`config.mk`:
```
export PLATFORM = sky130hd
export DESIGN_NAME = cssel_top
export DESIGN_NICKNAME = d
export VERILOG_FILES = /design/src/cssel_pkg.sv /design/src/cssel_cfg_if.sv /design/src/cssel_decode.sv /design/src/cssel_delay.sv /design/src/cssel_top.sv
export VERILOG_INCLUDE_DIRS = /design/src
export SDC_FILE = /design/constraint.sdc
export NUM_CORES = 1
export LEC_CHECK = 0
export ABC_AREA = 1
export BUFFER_PORTS_ARGS = -buffer_cell sky130_fd_sc_hd__buf_2
export CELL_PAD_IN_SITES_DETAIL_PLACEMENT = 1
export CELL_PAD_IN_SITES_GLOBAL_PLACEMENT = 1
export CORE_AREA = 2 2 119 121
export DETAILED_ROUTE_END_ITERATION = 6
export DIE_AREA = 0 0 121 123
export HOLD_SLACK_MARGIN = 0.06
export PLACE_DENSITY_LB_ADDON = 0.3
export SETUP_SLACK_MARGIN = 0.05
export SLEW_MARGIN = 10
export SYNTH_ARGS = -nofsm -noshare
export SYNTH_HDL_FRONTEND = slang
export SYNTH_SLANG_ARGS = --single-unit
```
`constraint.sdc`:
```
create_clock -name clk_in -period 2.25 [get_ports clk_in]
set_input_delay 0.225 -clock clk_in [delete_from_list [all_inputs] [get_ports clk_in]]
set_output_delay 0.225 -clock clk_in [all_outputs]
set_load 0.03 [all_outputs]
```
`src/cssel_regs.svh`:
```
// Register map, fuse codes and timing counts of the clock source select block
`ifndef CSSEL_REGS_SVH
`define CSSEL_REGS_SVH

// ----------------------------------------------------------------------
// Register byte addresses
// ----------------------------------------------------------------------
`define CSSEL_ADDR_W         4
`define CSSEL_ADDR_TRIM      4'h0
`define CSSEL_ADDR_STATUS    4'h4

// ----------------------------------------------------------------------
// Bus answers
// ----------------------------------------------------------------------
`define CSSEL_RESP_OKAY      2'h0
`define CSSEL_RESP_SLVERR    2'h2
`define CSSEL_ZERO32         32'h0000_0000

// ----------------------------------------------------------------------
// Clock source select codes (programmed fuse reads as zero)
// ----------------------------------------------------------------------
`define CSSEL_CK_EXT_CLK     4'h0
`define CSSEL_CK_IRC_1M      4'h1
`define CSSEL_CK_IRC_8M      4'h4
`define CSSEL_CK_ERC_LO      4'h5
`define CSSEL_CK_ERC_HI      4'h8

// ----------------------------------------------------------------------
// Start-up codes and shipped fuse values
// ----------------------------------------------------------------------
`define CSSEL_SUT_00         2'h0
`define CSSEL_SUT_01         2'h1
`define CSSEL_SUT_10         2'h2
`define CSSEL_SUT_11         2'h3
`define CSSEL_SHIP_CLOCK_SOURCE_SELECT_FUSES     4'h1
`define CSSEL_SHIP_SUT       2'h2

// ----------------------------------------------------------------------
// Delay lengths: wake in core clocks, reset delay in watchdog ticks
// ----------------------------------------------------------------------
`define CSSEL_WAKE_SLOW      17'h0_0012
`define CSSEL_WAKE_FAST      17'h0_0006
`define CSSEL_RDLY_NONE      17'h0_0000
`define CSSEL_RDLY_SHORT     17'h0_1000
`define CSSEL_RDLY_LONG      17'h1_0000
`define CSSEL_CNT_ONE        17'h0_0001

`endif

```
`src/cssel_pkg.sv`:
```
// Types shared by the clock source select block
package cssel_pkg;

	// ------------------------------------------------------------------
	// Decoded source and reset delay classes
	// ------------------------------------------------------------------
	typedef enum logic [1:0] {
		CSSEL_SRC_EXT_CLK = 2'h0,
		CSSEL_SRC_INT_RC  = 2'h1,
		CSSEL_SRC_EXT_RC  = 2'h3,
		CSSEL_SRC_OTHER   = 2'h2
	} cssel_src_t;

	typedef enum logic [1:0] {
		CSSEL_DLY_NONE  = 2'h0,
		CSSEL_DLY_SHORT = 2'h1,
		CSSEL_DLY_LONG  = 2'h3
	} cssel_dly_t;

	// Delay counter states, Gray along idle-run-done
	typedef enum logic [1:0] {
		CSSEL_ST_IDLE = 2'h0,
		CSSEL_ST_RUN  = 2'h1,
		CSSEL_ST_DONE = 2'h3
	} cssel_st_t;

	// Delay counter state
	typedef struct packed {
		cssel_st_t   st;
		logic [16:0] cnt;
	} cssel_dly_state_t;

	// Top level state
	typedef struct packed {
		logic        aw_got;
		logic        w_got;
		logic [3:0]  waddr;
		logic [7:0]  wdata;
		logic        wstrb0;
		logic        bvalid;
		logic [1:0]  bresp;
		logic        rvalid;
		logic [31:0] rdata;
		logic [1:0]  rresp;
		logic [15:0] pin_s1;
		logic [15:0] pin_s2;
		logic        wdt_s1;
		logic        wdt_s2;
		logic        wdt_s3;
		logic [3:0]  clock_source_select_fuses;
		logic [1:0]  startup_time_fuses;
		logic        oscillator_option_fuse;
		logic        legacy;
		logic [7:0]  trim;
		logic        in_rst;
		logic        hold;
	} cssel_state_t;

endpackage : cssel_pkg

```
`src/cssel_cfg_if.sv`:
```
// Decoded clock configuration passed from the fuse decoder to the top
`timescale 1ns/100ps
interface cssel_cfg_if;
	import cssel_pkg::*;
	logic [3:0]  clock_source_select_fuses;    // Latched source select fuses
	logic [1:0]  startup_time_fuses;      // Latched start-up fuses
	cssel_src_t  src;      // Selected clock source class
	logic [1:0]  range;    // Frequency range within the class
	logic [16:0] wake_len; // Wake-up length in core clocks
	cssel_dly_t  rdly;     // Reset delay class
	logic        sut_rsvd; // Reserved start-up code in use

	modport dec (input clock_source_select_fuses, startup_time_fuses, output src, range, wake_len, rdly, sut_rsvd);
	modport usr (output clock_source_select_fuses, startup_time_fuses, input src, range, wake_len, rdly, sut_rsvd);
endinterface : cssel_cfg_if

```
`src/cssel_decode.sv`:
```
// Fuse decoder: clock source, range, wake length and reset delay class
`timescale 1ns/100ps
`include "cssel_regs.svh"
module cssel_decode
	import cssel_pkg::*;
(
	cssel_cfg_if.dec cfg
);

	// ------------------------------------------------------------------
	// Source decode
	// ------------------------------------------------------------------
	// Pure table lookup; latching of the fuses is done at the top
	always_comb begin
		cfg.range    = cfg.clock_source_select_fuses[1:0] - 2'h1;
		cfg.sut_rsvd = 1'b0;
		cfg.wake_len = `CSSEL_WAKE_FAST;
		cfg.rdly     = CSSEL_DLY_NONE;
		if (cfg.clock_source_select_fuses == `CSSEL_CK_EXT_CLK) begin
			cfg.src = CSSEL_SRC_EXT_CLK;
		end else if (cfg.clock_source_select_fuses <= `CSSEL_CK_IRC_8M) begin
			cfg.src = CSSEL_SRC_INT_RC;
		end else if (cfg.clock_source_select_fuses <= `CSSEL_CK_ERC_HI) begin
			cfg.src   = CSSEL_SRC_EXT_RC;
			cfg.range = cfg.clock_source_select_fuses[1:0] - 2'h1;
		end else begin
			// Crystal and low-frequency paths live elsewhere
			cfg.src   = CSSEL_SRC_OTHER;
			cfg.range = 2'h0;
		end
		// Start-up decode per source class
		if (cfg.src == CSSEL_SRC_EXT_RC) begin
			// Slow RC start needs 18 clocks except the fast option
			cfg.wake_len = (cfg.startup_time_fuses == `CSSEL_SUT_11) ? `CSSEL_WAKE_FAST
			                                          : `CSSEL_WAKE_SLOW;
			case (cfg.startup_time_fuses)
				`CSSEL_SUT_00: cfg.rdly = CSSEL_DLY_NONE;
				`CSSEL_SUT_10: cfg.rdly = CSSEL_DLY_LONG;
				default:       cfg.rdly = CSSEL_DLY_SHORT;
			endcase
		end else if (cfg.src != CSSEL_SRC_OTHER) begin
			cfg.wake_len = `CSSEL_WAKE_FAST;
			case (cfg.startup_time_fuses)
				`CSSEL_SUT_00: cfg.rdly = CSSEL_DLY_NONE;
				`CSSEL_SUT_01: cfg.rdly = CSSEL_DLY_SHORT;
				`CSSEL_SUT_10: cfg.rdly = CSSEL_DLY_LONG;
				default: begin
					// Reserved code: take the longest delay to be safe
					cfg.rdly     = CSSEL_DLY_LONG;
					cfg.sut_rsvd = 1'b1;
				end
			endcase
		end
	end

endmodule : cssel_decode

```
`src/cssel_delay.sv`:
```
// Loadable down counter used for both wake-up and reset delays
`timescale 1ns/100ps
`include "cssel_regs.svh"
module cssel_delay
	import cssel_pkg::*;
(
	input  wire logic        clk_in,    // Core clock
	input  wire logic        reset_in,  // Synchronous reset
	input  wire logic        start_in,  // Start pulse, ignored while running
	input  wire logic        tick_in,   // Count enable
	input  wire logic [16:0] len_in,    // Ticks to wait
	output logic             busy_out,  // Counting
	output logic             done_out   // One-cycle end pulse
);

	cssel_dly_state_t s_q; // Registered state
	cssel_dly_state_t s_d; // Next state

	// ------------------------------------------------------------------
	// Next state
	// ------------------------------------------------------------------
	always_comb begin
		s_d = s_q;
		case (s_q.st)
			CSSEL_ST_IDLE: begin
				if (start_in) begin
					// Zero length finishes at once
					s_d.cnt = len_in;
					s_d.st  = (len_in == `CSSEL_RDLY_NONE) ? CSSEL_ST_DONE : CSSEL_ST_RUN;
				end
			end
			CSSEL_ST_RUN: begin
				if (tick_in) begin
					s_d.cnt = s_q.cnt - `CSSEL_CNT_ONE;
					if (s_q.cnt == `CSSEL_CNT_ONE) begin
						s_d.st = CSSEL_ST_DONE;
					end
				end
			end
			default: begin
				s_d.st = CSSEL_ST_IDLE;
			end
		endcase
		if (reset_in) begin
			s_d.st  = CSSEL_ST_IDLE;
			s_d.cnt = `CSSEL_RDLY_NONE;
		end
	end

	// ------------------------------------------------------------------
	// State register
	// ------------------------------------------------------------------
	always_ff @(posedge clk_in) begin
		s_q <= s_d;
	end

	assign busy_out = (s_q.st == CSSEL_ST_RUN);
	assign done_out = (s_q.st == CSSEL_ST_DONE);

endmodule : cssel_delay

```
`src/cssel_top.sv`:
```
// Clock source select and oscillator trim with an AXI4-Lite register port
//
// How it works
// - Fuses 0101-1000 select external RC ranges
// - External RC wakes in 18 clocks, 6 for 11
// - External RC reset delay: none, 4.1, 65, 4.1 ms
// - Fuses 0001-0100 select internal RC 1-8 MHz
// - Shipped fuses: internal 1 MHz, start-up code 10
// - Internal RC wakes in 6; delay none/4.1/65
// - Reset copies factory 1 MHz trim byte in
// - Trim zero slowest, larger faster, all-ones fastest
// - Trim 00/7F/FF spans 50-200 percent nominal
// - Reset delay timed by watchdog oscillator ticks
// - Fuses 0000 select external clock on input pin
// - External clock wakes in 6; delay none/4.1/65
// - Trim register absent in legacy compatibility mode
`timescale 1ns/100ps
`include "cssel_regs.svh"
module cssel_top
	import cssel_pkg::*;
#(
	parameter logic [16:0] LONG_DLY_TICKS = `CSSEL_RDLY_LONG // 64K watchdog ticks
)(
	input  wire logic        clk_in,           // Core clock, 100 MHz
	input  wire logic        reset_in,         // Synchronous reset, active high
	input  wire logic [3:0]  clock_source_select_fuses_in, // Raw fuse levels
	input  wire logic [1:0]  startup_time_fuses_in,        // Raw fuse levels
	input  wire logic        oscillator_option_fuse_in,    // Raw fuse level
	input  wire logic        legacy_mode_fuse_in,          // Zero selects legacy mode
	input  wire logic [7:0]  factory_trim_in,  // Signature row byte at 0x00
	input  wire logic        wdt_osc_in,       // Watchdog oscillator pin
	input  wire logic        wake_req_in,      // Wake request pulse
	output logic [1:0]       clk_src_out,      // Selected source class
	output logic [1:0]       freq_range_out,   // Range within the class
	output logic [7:0]       trim_bits_out,    // Trim to the oscillator
	output logic             trim_present_out, // Trim register exists
	output logic             pin_cap_en_out,   // Internal 36 pF on input pin
	output logic             cpu_hold_out,     // Chip held in reset delay
	output logic             wake_busy_out,    // Wake-up count running
	output logic             wake_done_out,    // Wake-up finished pulse
	input  wire logic        s_axi_awvalid,
	output logic             s_axi_awready,
	input  wire logic [3:0]  s_axi_awaddr,
	input  wire logic        s_axi_wvalid,
	output logic             s_axi_wready,
	input  wire logic [31:0] s_axi_wdata,
	input  wire logic [3:0]  s_axi_wstrb,
	output logic             s_axi_bvalid,
	input  wire logic        s_axi_bready,
	output logic [1:0]       s_axi_bresp,
	input  wire logic        s_axi_arvalid,
	output logic             s_axi_arready,
	input  wire logic [3:0]  s_axi_araddr,
	output logic             s_axi_rvalid,
	input  wire logic        s_axi_rready,
	output logic [31:0]      s_axi_rdata,
	output logic [1:0]       s_axi_rresp
);

	// ------------------------------------------------------------------
	// Declarations
	// ------------------------------------------------------------------
	// Power-up contents: synchroniser stages start at the shipped fuse values,
	// so nothing decodes garbage before the first reset has latched the pins
	localparam cssel_state_t PWR_UP = '{
		pin_s1:  {8'h00, 1'b1, 1'b0, `CSSEL_SHIP_SUT, `CSSEL_SHIP_CLOCK_SOURCE_SELECT_FUSES},
		pin_s2:  {8'h00, 1'b1, 1'b0, `CSSEL_SHIP_SUT, `CSSEL_SHIP_CLOCK_SOURCE_SELECT_FUSES},
		default: '0
	};
	cssel_state_t s_q = PWR_UP; // Registered state
	cssel_state_t s_d;          // Next state
	cssel_cfg_if  cfg ();       // Decoded fuse configuration
	logic         wdt_tick;     // One core clock per rising watchdog edge
	logic         rdly_done;    // Reset delay end pulse
	logic         rdly_busy;    // Reset delay counting
	logic         wake_start;   // Accepted wake request
	logic [16:0]  rdly_len;     // Reset delay in watchdog ticks
	logic [15:0]  pin_raw;      // Fuse and factory trim pins gathered
	logic         wr_fire;      // Both write halves held
	logic         legacy;       // Legacy mode active

	// Pins gathered so one two-stage synchroniser covers them all
	assign pin_raw = {factory_trim_in, legacy_mode_fuse_in, oscillator_option_fuse_in,
	                  startup_time_fuses_in, clock_source_select_fuses_in};

	// ------------------------------------------------------------------
	// Fuse decode and delay counters
	// ------------------------------------------------------------------
	assign cfg.clock_source_select_fuses = s_q.clock_source_select_fuses;
	assign cfg.startup_time_fuses   = s_q.startup_time_fuses;

	cssel_decode u_decode (
		.cfg (cfg.dec)
	);

	// Reset delay length chosen from the decoded class
	always_comb begin
		case (cfg.rdly)
			CSSEL_DLY_SHORT: rdly_len = `CSSEL_RDLY_SHORT;
			CSSEL_DLY_LONG:  rdly_len = LONG_DLY_TICKS;
			default:         rdly_len = `CSSEL_RDLY_NONE;
		endcase
	end

	// Watchdog ticks, not the selected clock, time the reset delay
	assign wdt_tick = s_q.wdt_s2 & ~s_q.wdt_s3;

	cssel_delay u_rst_delay (
		.clk_in   (clk_in),
		.reset_in (reset_in),
		.start_in (s_q.in_rst),
		.tick_in  (wdt_tick),
		.len_in   (rdly_len),
		.busy_out (rdly_busy),
		.done_out (rdly_done)
	);

	// Wake requests are dropped while held, counting or in the done cycle,
	// since the counter ignores a start while it is leaving its done state
	assign wake_start = wake_req_in & ~s_q.hold & ~wake_busy_out & ~wake_done_out;

	cssel_delay u_wake (
		.clk_in   (clk_in),
		.reset_in (reset_in),
		.start_in (wake_start),
		.tick_in  (1'b1),
		.len_in   (cfg.wake_len),
		.busy_out (wake_busy_out),
		.done_out (wake_done_out)
	);

	// ------------------------------------------------------------------
	// Next state
	// ------------------------------------------------------------------
	assign legacy  = s_q.legacy;
	assign wr_fire = s_q.aw_got & s_q.w_got & ~s_q.bvalid;

	always_comb begin
		s_d = s_q;
		// Two-stage synchronisers; stage two is read, and wdt_s3 for the watchdog edge
		s_d.pin_s1 = pin_raw;
		s_d.pin_s2 = s_q.pin_s1;
		s_d.wdt_s1 = wdt_osc_in;
		s_d.wdt_s2 = s_q.wdt_s1;
		s_d.wdt_s3 = s_q.wdt_s2;
		s_d.in_rst = 1'b0;
		// Write address channel
		if (s_axi_awvalid && s_axi_awready) begin
			s_d.aw_got = 1'b1;
			s_d.waddr  = s_axi_awaddr;
		end
		// Write data channel, only byte lane zero carries the trim
		if (s_axi_wvalid && s_axi_wready) begin
			s_d.w_got  = 1'b1;
			s_d.wdata  = s_axi_wdata[7:0];
			s_d.wstrb0 = s_axi_wstrb[0];
		end
		// Write action once both halves are in
		if (wr_fire) begin
			s_d.aw_got = 1'b0;
			s_d.w_got  = 1'b0;
			s_d.bvalid = 1'b1;
			s_d.bresp  = `CSSEL_RESP_OKAY;
			if (s_q.waddr == `CSSEL_ADDR_TRIM && !legacy) begin
				// Any value is taken; keeping NVM writes safe is software's job
				if (s_q.wstrb0) begin
					s_d.trim = s_q.wdata;
				end
			end else if (s_q.waddr == `CSSEL_ADDR_STATUS) begin
				// Status is read only, writes are dropped quietly
				s_d.bresp = `CSSEL_RESP_OKAY;
			end else begin
				s_d.bresp = `CSSEL_RESP_SLVERR;
			end
		end else if (s_q.bvalid && s_axi_bready) begin
			s_d.bvalid = 1'b0;
		end
		// Read channel
		if (s_axi_arvalid && s_axi_arready) begin
			s_d.rvalid = 1'b1;
			s_d.rresp  = `CSSEL_RESP_OKAY;
			if (s_axi_araddr == `CSSEL_ADDR_TRIM && !legacy) begin
				s_d.rdata = {24'h00_0000, s_q.trim};
			end else if (s_axi_araddr == `CSSEL_ADDR_STATUS) begin
				s_d.rdata = {19'h0_0000, wake_busy_out, cfg.sut_rsvd, s_q.hold,
				             cfg.src, s_q.legacy, s_q.oscillator_option_fuse, s_q.startup_time_fuses, s_q.clock_source_select_fuses};
			end else begin
				s_d.rdata = `CSSEL_ZERO32;
				s_d.rresp = `CSSEL_RESP_SLVERR;
			end
		end else if (s_q.rvalid && s_axi_rready) begin
			s_d.rvalid = 1'b0;
		end
		// Reset delay end releases the hold
		if (rdly_done) begin
			s_d.hold = 1'b0;
		end
		// Synchronous reset: fuses and trim follow the pins while reset is high
		if (reset_in) begin
			s_d.aw_got = 1'b0;
			s_d.w_got  = 1'b0;
			s_d.bvalid = 1'b0;
			s_d.rvalid = 1'b0;
			s_d.bresp  = `CSSEL_RESP_OKAY;
			s_d.rresp  = `CSSEL_RESP_OKAY;
			s_d.rdata  = `CSSEL_ZERO32;
			s_d.clock_source_select_fuses  = s_q.pin_s2[3:0];
			s_d.startup_time_fuses    = s_q.pin_s2[5:4];
			s_d.oscillator_option_fuse  = s_q.pin_s2[6];
			s_d.legacy = ~s_q.pin_s2[7];
			s_d.trim   = s_q.pin_s2[15:8];
			s_d.in_rst = 1'b1;
			s_d.hold   = 1'b1;
		end
	end

	// ------------------------------------------------------------------
	// State register
	// ------------------------------------------------------------------
	always_ff @(posedge clk_in) begin
		s_q <= s_d;
	end

	// ------------------------------------------------------------------
	// Outputs
	// ------------------------------------------------------------------
	assign clk_src_out      = cfg.src;
	assign freq_range_out   = cfg.range;
	assign trim_bits_out    = s_q.trim;
	assign trim_present_out = ~s_q.legacy;
	// Cap on the input pin only for the RC and drive paths
	assign pin_cap_en_out   = ~s_q.oscillator_option_fuse & ((cfg.src == CSSEL_SRC_EXT_RC) |
	                                        (cfg.src == CSSEL_SRC_EXT_CLK));
	assign cpu_hold_out     = s_q.hold;
	assign s_axi_awready    = ~s_q.aw_got & ~s_q.bvalid;
	assign s_axi_wready     = ~s_q.w_got & ~s_q.bvalid;
	assign s_axi_bvalid     = s_q.bvalid;
	assign s_axi_bresp      = s_q.bresp;
	assign s_axi_arready    = ~s_q.rvalid;
	assign s_axi_rvalid     = s_q.rvalid;
	assign s_axi_rdata      = s_q.rdata;
	assign s_axi_rresp      = s_q.rresp;
endmodule : cssel_top

```
# ---- Yosys cells after proc, flatten, opt, wreduce, memory -nomap -nowiden
# Cells that the tools add are included.
dict set report totals {
  register_bits 144
  input_bits 69
  output_inout_bits 58
}
dict set report op_classes {
  n_addsub 3
  order_cmp 2
  n_eq_ne 20
  muxes 42
  bitwise 21
  n_reduce_logical 31
}
# op count
set op_table {}
lappend op_table {{17-bit one-hot mux with 2 select lines} 3}
lappend op_table {{19-bit 2-to-1 mux} 3}
lappend op_table {{17-bit by 1-bit == test with 1-bit output (second input constant)} 2}
lappend op_table {{17-bit logical NOT} 2}
lappend op_table {{17-bit by 1-bit subtractor with 17-bit output (second input constant)} 2}
lappend op_table {{2-bit 2-to-1 mux} 15}
lappend op_table {{13-bit 2-to-1 mux} 2}
lappend op_table {{8-bit 2-to-1 mux} 3}
lappend op_table {{17-bit 2-to-1 mux} 1}
lappend op_table {{2-bit one-hot mux with 2 select lines} 4}
lappend op_table {{2-bit nonzero test} 7}
lappend op_table {{2-bit == test (second input constant)} 6}
lappend op_table {{4-bit logical NOT} 3}
lappend op_table {{1-bit inverter} 11}
lappend op_table {{10-bit 2-to-1 mux} 1}
lappend op_table {{1-bit AND} 9}
lappend op_table {{1-bit 2-to-1 mux} 9}
lappend op_table {{3-bit AND reduction} 3}
lappend op_table {{2-bit by 1-bit == test with 1-bit output (second input constant)} 4}
lappend op_table {{4-bit by 3-bit == test with 1-bit output (second input constant)} 2}
lappend op_table {{2-bit logical NOT} 4}
lappend op_table {{2-bit by 1-bit != test with 1-bit output (second input constant)} 4}
lappend op_table {{1-bit logical AND} 7}
lappend op_table {{5-bit 2-to-1 mux} 1}
lappend op_table {{other kinds (9)} 11}

# ---- Logic depth before layout (Yosys ltp)
dict set report logic_depth {
  ltp_word 13
  depth_mapped 13
  depth_no_buf 13
}

# ---- Modules after synthesis
# Synthesis repeated with hierarchy kept, for this count alone.
dict set report unflattened {
  hier_cells 806
  area_unflattened_um2 6108.4
}
# mod n_inst cells_per_inst area_per_inst_um2
set modules_own_cells {}
lappend modules_own_cells {cssel_top 1 290 3044.2}
lappend modules_own_cells {cssel_delay 2 236 1405.1}
lappend modules_own_cells {cssel_decode 1 44 254.0}

# ---- Worst setup path before layout
# OpenSTA, ideal clock, no wires.
dict set report synth_path {
  path_kind {flip-flop to output port}
  start {register s_q (netlist bit cfg.clock_source_select_fuses[0])}
  end {output pin_cap_en_out}
  t_arrival_ns 1.753
  required_time_ns 2.025
  slack_ns 0.272
  stages_incl_launch_ff 9
  n_path_buf 0
  cell_sequence {edfxtp_1 -> inv_1 -> ha_1 -> inv_1 -> nand2_1 -> nand2_1 -> ha_1 -> inv_1 -> nor2_1}
}
# element line
set synth_lines {}
lappend synth_lines {{start, declared} cssel_top.sv:70} ;# cssel_state_t s_q = PWR_UP;
lappend synth_lines {{start signal, assigned} cssel_top.sv:221} ;# s_q <= s_d;
lappend synth_lines {{4-bit by 3-bit less-or-equal comparator with 1-bit output (no line)} -}
lappend synth_lines {{2-bit 2-to-1 mux} cssel_decode.sv:21} ;# end else if (cfg.clock_source_select_fuses <= `CSSEL_CK_IRC_8M) begin
lappend synth_lines {{2-bit 2-to-1 mux (*)} cssel_decode.sv:19} ;# if (cfg.clock_source_select_fuses == `CSSEL_CK_EXT_CLK) begin
lappend synth_lines {{net clk_src_out[1]} cssel_top.sv:33} ;# output logic [1:0] clk_src_out,
lappend synth_lines {{2-bit == test / 2-bit logical NOT (equally long branches)} {cssel_top.sv:232, cssel_top.sv:233}}
lappend synth_lines {{1-bit OR (*)} cssel_top.sv:232} ;# assign pin_cap_en_out = ~s_q.oscillator_option_fuse & ((cfg.src == CSSEL_SRC_EXT_RC) |
lappend synth_lines {{1-bit AND (*)} cssel_top.sv:232}
lappend synth_lines {{end, declared} cssel_top.sv:37} ;# output logic pin_cap_en_out,
# The timed path passes the listed nets; every way through them passes the cells marked *.

# ---- Worst setup path after layout
dict set report layout_path {
  start {register s_q (netlist bit cfg.clock_source_select_fuses[1])}
  end {output pin_cap_en_out}
}
dict set report layout_via {
  elab_chain_cells 7
}
# element line
set layout_lines {}
lappend layout_lines {{4-bit less-or-equal comparator (no line)} -}
lappend layout_lines {{1-bit 2-to-1 mux} cssel_decode.sv:23} ;# end else if (cfg.clock_source_select_fuses <= `CSSEL_CK_ERC_HI) begin
lappend layout_lines {{2-bit 2-to-1 mux} cssel_decode.sv:21}
lappend layout_lines {{2-bit 2-to-1 mux (*)} cssel_decode.sv:19}
lappend layout_lines {{2-bit == test / 2-bit logical NOT (equally long branches)} {cssel_top.sv:232, cssel_top.sv:233}}
lappend layout_lines {{1-bit OR (*)} cssel_top.sv:232}
lappend layout_lines {{1-bit AND (*)} cssel_top.sv:232}
# Mark *: on every way between the ends. The rest lies on a longest branch, timed or not.

==> results.md <==
* Status: complete, no violations
* Worst-Margin Slew at 0.688 ns
* Setup crit end kind: output port
* Max_cap viols at 0
* Drt via density at 4.69
* Global-route wire length before repair at 21.4 mm
* Final Hold Vio Count at 0
* Crit path DAT at 1.85 ns
* Register area share after synthesis at 0.530
* Area Overhead vs Synth at 24.8%
* Worst path top cell family by delay: adder cells
* Final hold slack at 0.121 ns
* Core Region at 13600 um^2
* Mapped cell area at 5200 um^2
* Pwr Density at 945 nW/um^2
* Largest stage delay, worst path at 0.37 ns
* Critical path fanouts, max at 3
* Detailed Route Iter0 Violations at 211
* Leakage at 2.92 nW
* Avg WL per Cell at 14.0 um
* Total CTS buffers at 17
* Initial antenna violation count at 0
* Setup_tns at 0 ns
* FFs w/ async S/R, synth at 0
* Finished Layout Cells at 912
* Pre-Repair DR Iteration Count at 4
* Synthesis Warnings at 0
* Die Ht at 123 um
* Top_reg_cell synth: dfxtp_1
* Setup violation total in the final timing report at 0
* CP startpoint kind: flip-flop
* FF+latch count, synth at 123
* WP buf/inv at 3
* Final Slew Violations at 0
* Layout cell share with drive strength beyond 1 at 0.208
* Die area at 14900 um^2
* Post-synth cell types at 39
* CTS tree: yes
* Total GRT Usage at 0.185
* Die span in x at 121 um
* Syn avg cell area at 8.41 um^2
* Critical path class: flip-flop to output port
* Antenna Nets Post-Route at 0
* Initial Utilization at 0.382
* Number of nets in the layout at 795
* Cell Rows at 43
* Syn Inst Count at 618
* Clock skew at 0.0117 ns
* Crit path time final at 2.08 ns
* H-Tree Depth at 4
* Max IR drop VDD at 574 uV
* Post-synth EDFFs at 29
* Io pins at 127
* Worst min path class: input pin to flip-flop
* Critical Path RT at 2.03 ns
* Crit path max-delay cell type: edfxtp_1
* Cells after DPL at 850
* Total grt overflow at 0
* Antenna Cells at 0
* Tcrit/Tclk final at 0.924
* Vias in the first global route at 4508
* Clk slew on worst S/H paths at 0.06 ns
* Worst path cell trace: inv_1 > ha_4 > nand2_1 > nand2_2 > o21ai_2 > ha_4 > inv_1 > nor2_1 > buf_4
* Final routed DRC violation total at 0
* Buffers added on ports at 78
* Longest Clk Path Bufs at 2
* Final wirelength at 12.8 mm
* Unrepaired setup endpoints after global routing: false
* Via count at 4281
* Clock sink count at 123
* Max-slew headroom at 0.541
* Fmax achieved at 0.481 GHz
* Clk root buf: clkbuf_16
* RD Place Congestion at 0.860
* Worst-Skew Late Latency at 0.42 ns
* DP HPWL at 8.89 mm
* Largest net degree at the start of global routing at 46
cell usage in the layout (no fill, tap or decap), drive strengths merged, types with 6 or more instances in the layout:
master	instances
a21oi	37
buf	87
clkbuf	19
conb	21
dfxtp	94
dlygate4sd3	30
edfxtp	29
ha	6
inv	66
nand2	137
nand3	35
nor2	94
nor3	12
o21ai	26
o221ai	7
final timing paths:
| kind | startpoint | endpoint | slack (ns) | depth (start not counted) |
|---|---|---|---|---|
| max | cfg.clock_source_select_fuses[1]$_DFFE_PP_ | pin_cap_en_out | 0.17 | 9 |
| min | s_axi_bready | s_axi_bvalid$_SDFFE_PP0P_ | 0.12 | 4 |
| max reg2reg | u_wake.s_q[0]$_SDFFE_PP0P_ | u_wake.s_q[16]$_SDFFE_PP0P_ | 0.55 | 9 |
| min reg2reg | s_d[21]$_DFF_P_ | s_q[21]$_DFF_P_ | 0.33 | 0 |
per-stage QoR:
step	setup WS [ns]	utilization	power [W]	cell area (um^2)
after global routing	0.0581	0.477	0.00645	6490
after detailed placement	0.339	0.409	0.00355	5570
after floorplan	0.272	-	0.00334	5270
after global placement	0.396	0.409	0.00351	5570
after CTS	0.0606	0.473	0.00619	6440
final	0.171	0.477	0.00613	6490
where the power goes:
part           switching (W)  internal (W)  total (W)
registers          0.0000992       0.00242    0.00251
clock network       0.000990       0.00158    0.00257
logic               0.000705      0.000343    0.00105
registers in the layout, summed over array words and instances, names as in the netlist:
| register | count |
|---|---|
| u_rst_delay.s_q | 19 |
| s_d | 18 |
| s_axi_bresp | 1 |
| s_axi_rdata | 13 |
| cfg.startup_time_fuses | 2 |
| s_axi_rresp | 1 |
| cfg.clock_source_select_fuses | 4 |
| s_q | 34 |
| s_axi_rvalid | 1 |
| legacy | 1 |
| s_axi_bvalid | 1 |
| cpu_hold_out | 1 |
| trim_bits_out | 8 |
| u_wake.s_q | 19 |
what timing repair did:
action / 4_1_cts / 5_1_grt
hold buffers: 30 / 0
gates resized for setup: 4 / 8
hold endpoints to repair: 30 / 0
endpoints found under the setup margin: 1 / 1
buffers inserted: 0 / 1
pin swaps: 0 / 2
kinds of logic (layout without fill, tap and decap cells):
kind of cell               after synthesis  count (layout)  share of synthesized area
and+or+nand+nor                        290             290                      0.246
DFF                                    123             123                      0.530
AOI/OAI and AO/OA                       80              80                     0.0893
other                                    1              21                   0.000722
buffers and inverters                  118             212                      0.120
adders and majority gates                6               6                     0.0144
synth_stat cells, types with 3 or more instances:
| library cell | number | area share |
|---|---|---|
| edfxtp_1 | 29 | 0.17 |
| nand4_1 | 5 | 0.0060 |
| nand3b_1 | 3 | 0.0043 |
| nor2_1 | 82 | 0.059 |
| clkbuf_1 | 5 | 0.0036 |
| nor2_4 | 4 | 0.0087 |
| a21oi_1 | 36 | 0.035 |
| buf_2 | 4 | 0.0039 |
| dfxtp_1 | 94 | 0.36 |
| o221ai_1 | 7 | 0.012 |
| buf_4 | 44 | 0.064 |
| nand2_1 | 132 | 0.095 |
| nand2_2 | 4 | 0.0048 |
| nor3_1 | 12 | 0.012 |
| inv_2 | 3 | 0.0022 |
| nand3_1 | 34 | 0.033 |
| o21ai_0 | 22 | 0.021 |
| inv_1 | 60 | 0.043 |
| ha_1 | 6 | 0.014 |
| nor2_2 | 8 | 0.0096 |
worst min-delay path, delay by kind of cell:
kind                   cells  cell delay, ns
buffers and inverters      1            0.09
and+or+nand+nor            3            0.18
area by class of cell:
type,instances,area (um^2)
Clock buffer,19,453
Inverter,64,241
Sequential cell,123,2750
Fill cell,1645,7130
Timing Repair Buffer,117,761
Multi-Input combinational cell,397,1940
Tap cell,180,225
Clock inverter,12,115
metal layers:
metal  part of all wire  GRT usage  wire length [um]  vias up
li1                   -          -                 -     2148
met1               0.42      0.208              5380     2049
met2               0.53      0.335              6830       77
met3              0.038     0.0572               491        7
met4             0.0076     0.0581                97        0
met5                  0          0                 0        -
No activity file was read; power rests on OpenSTA's default activity.
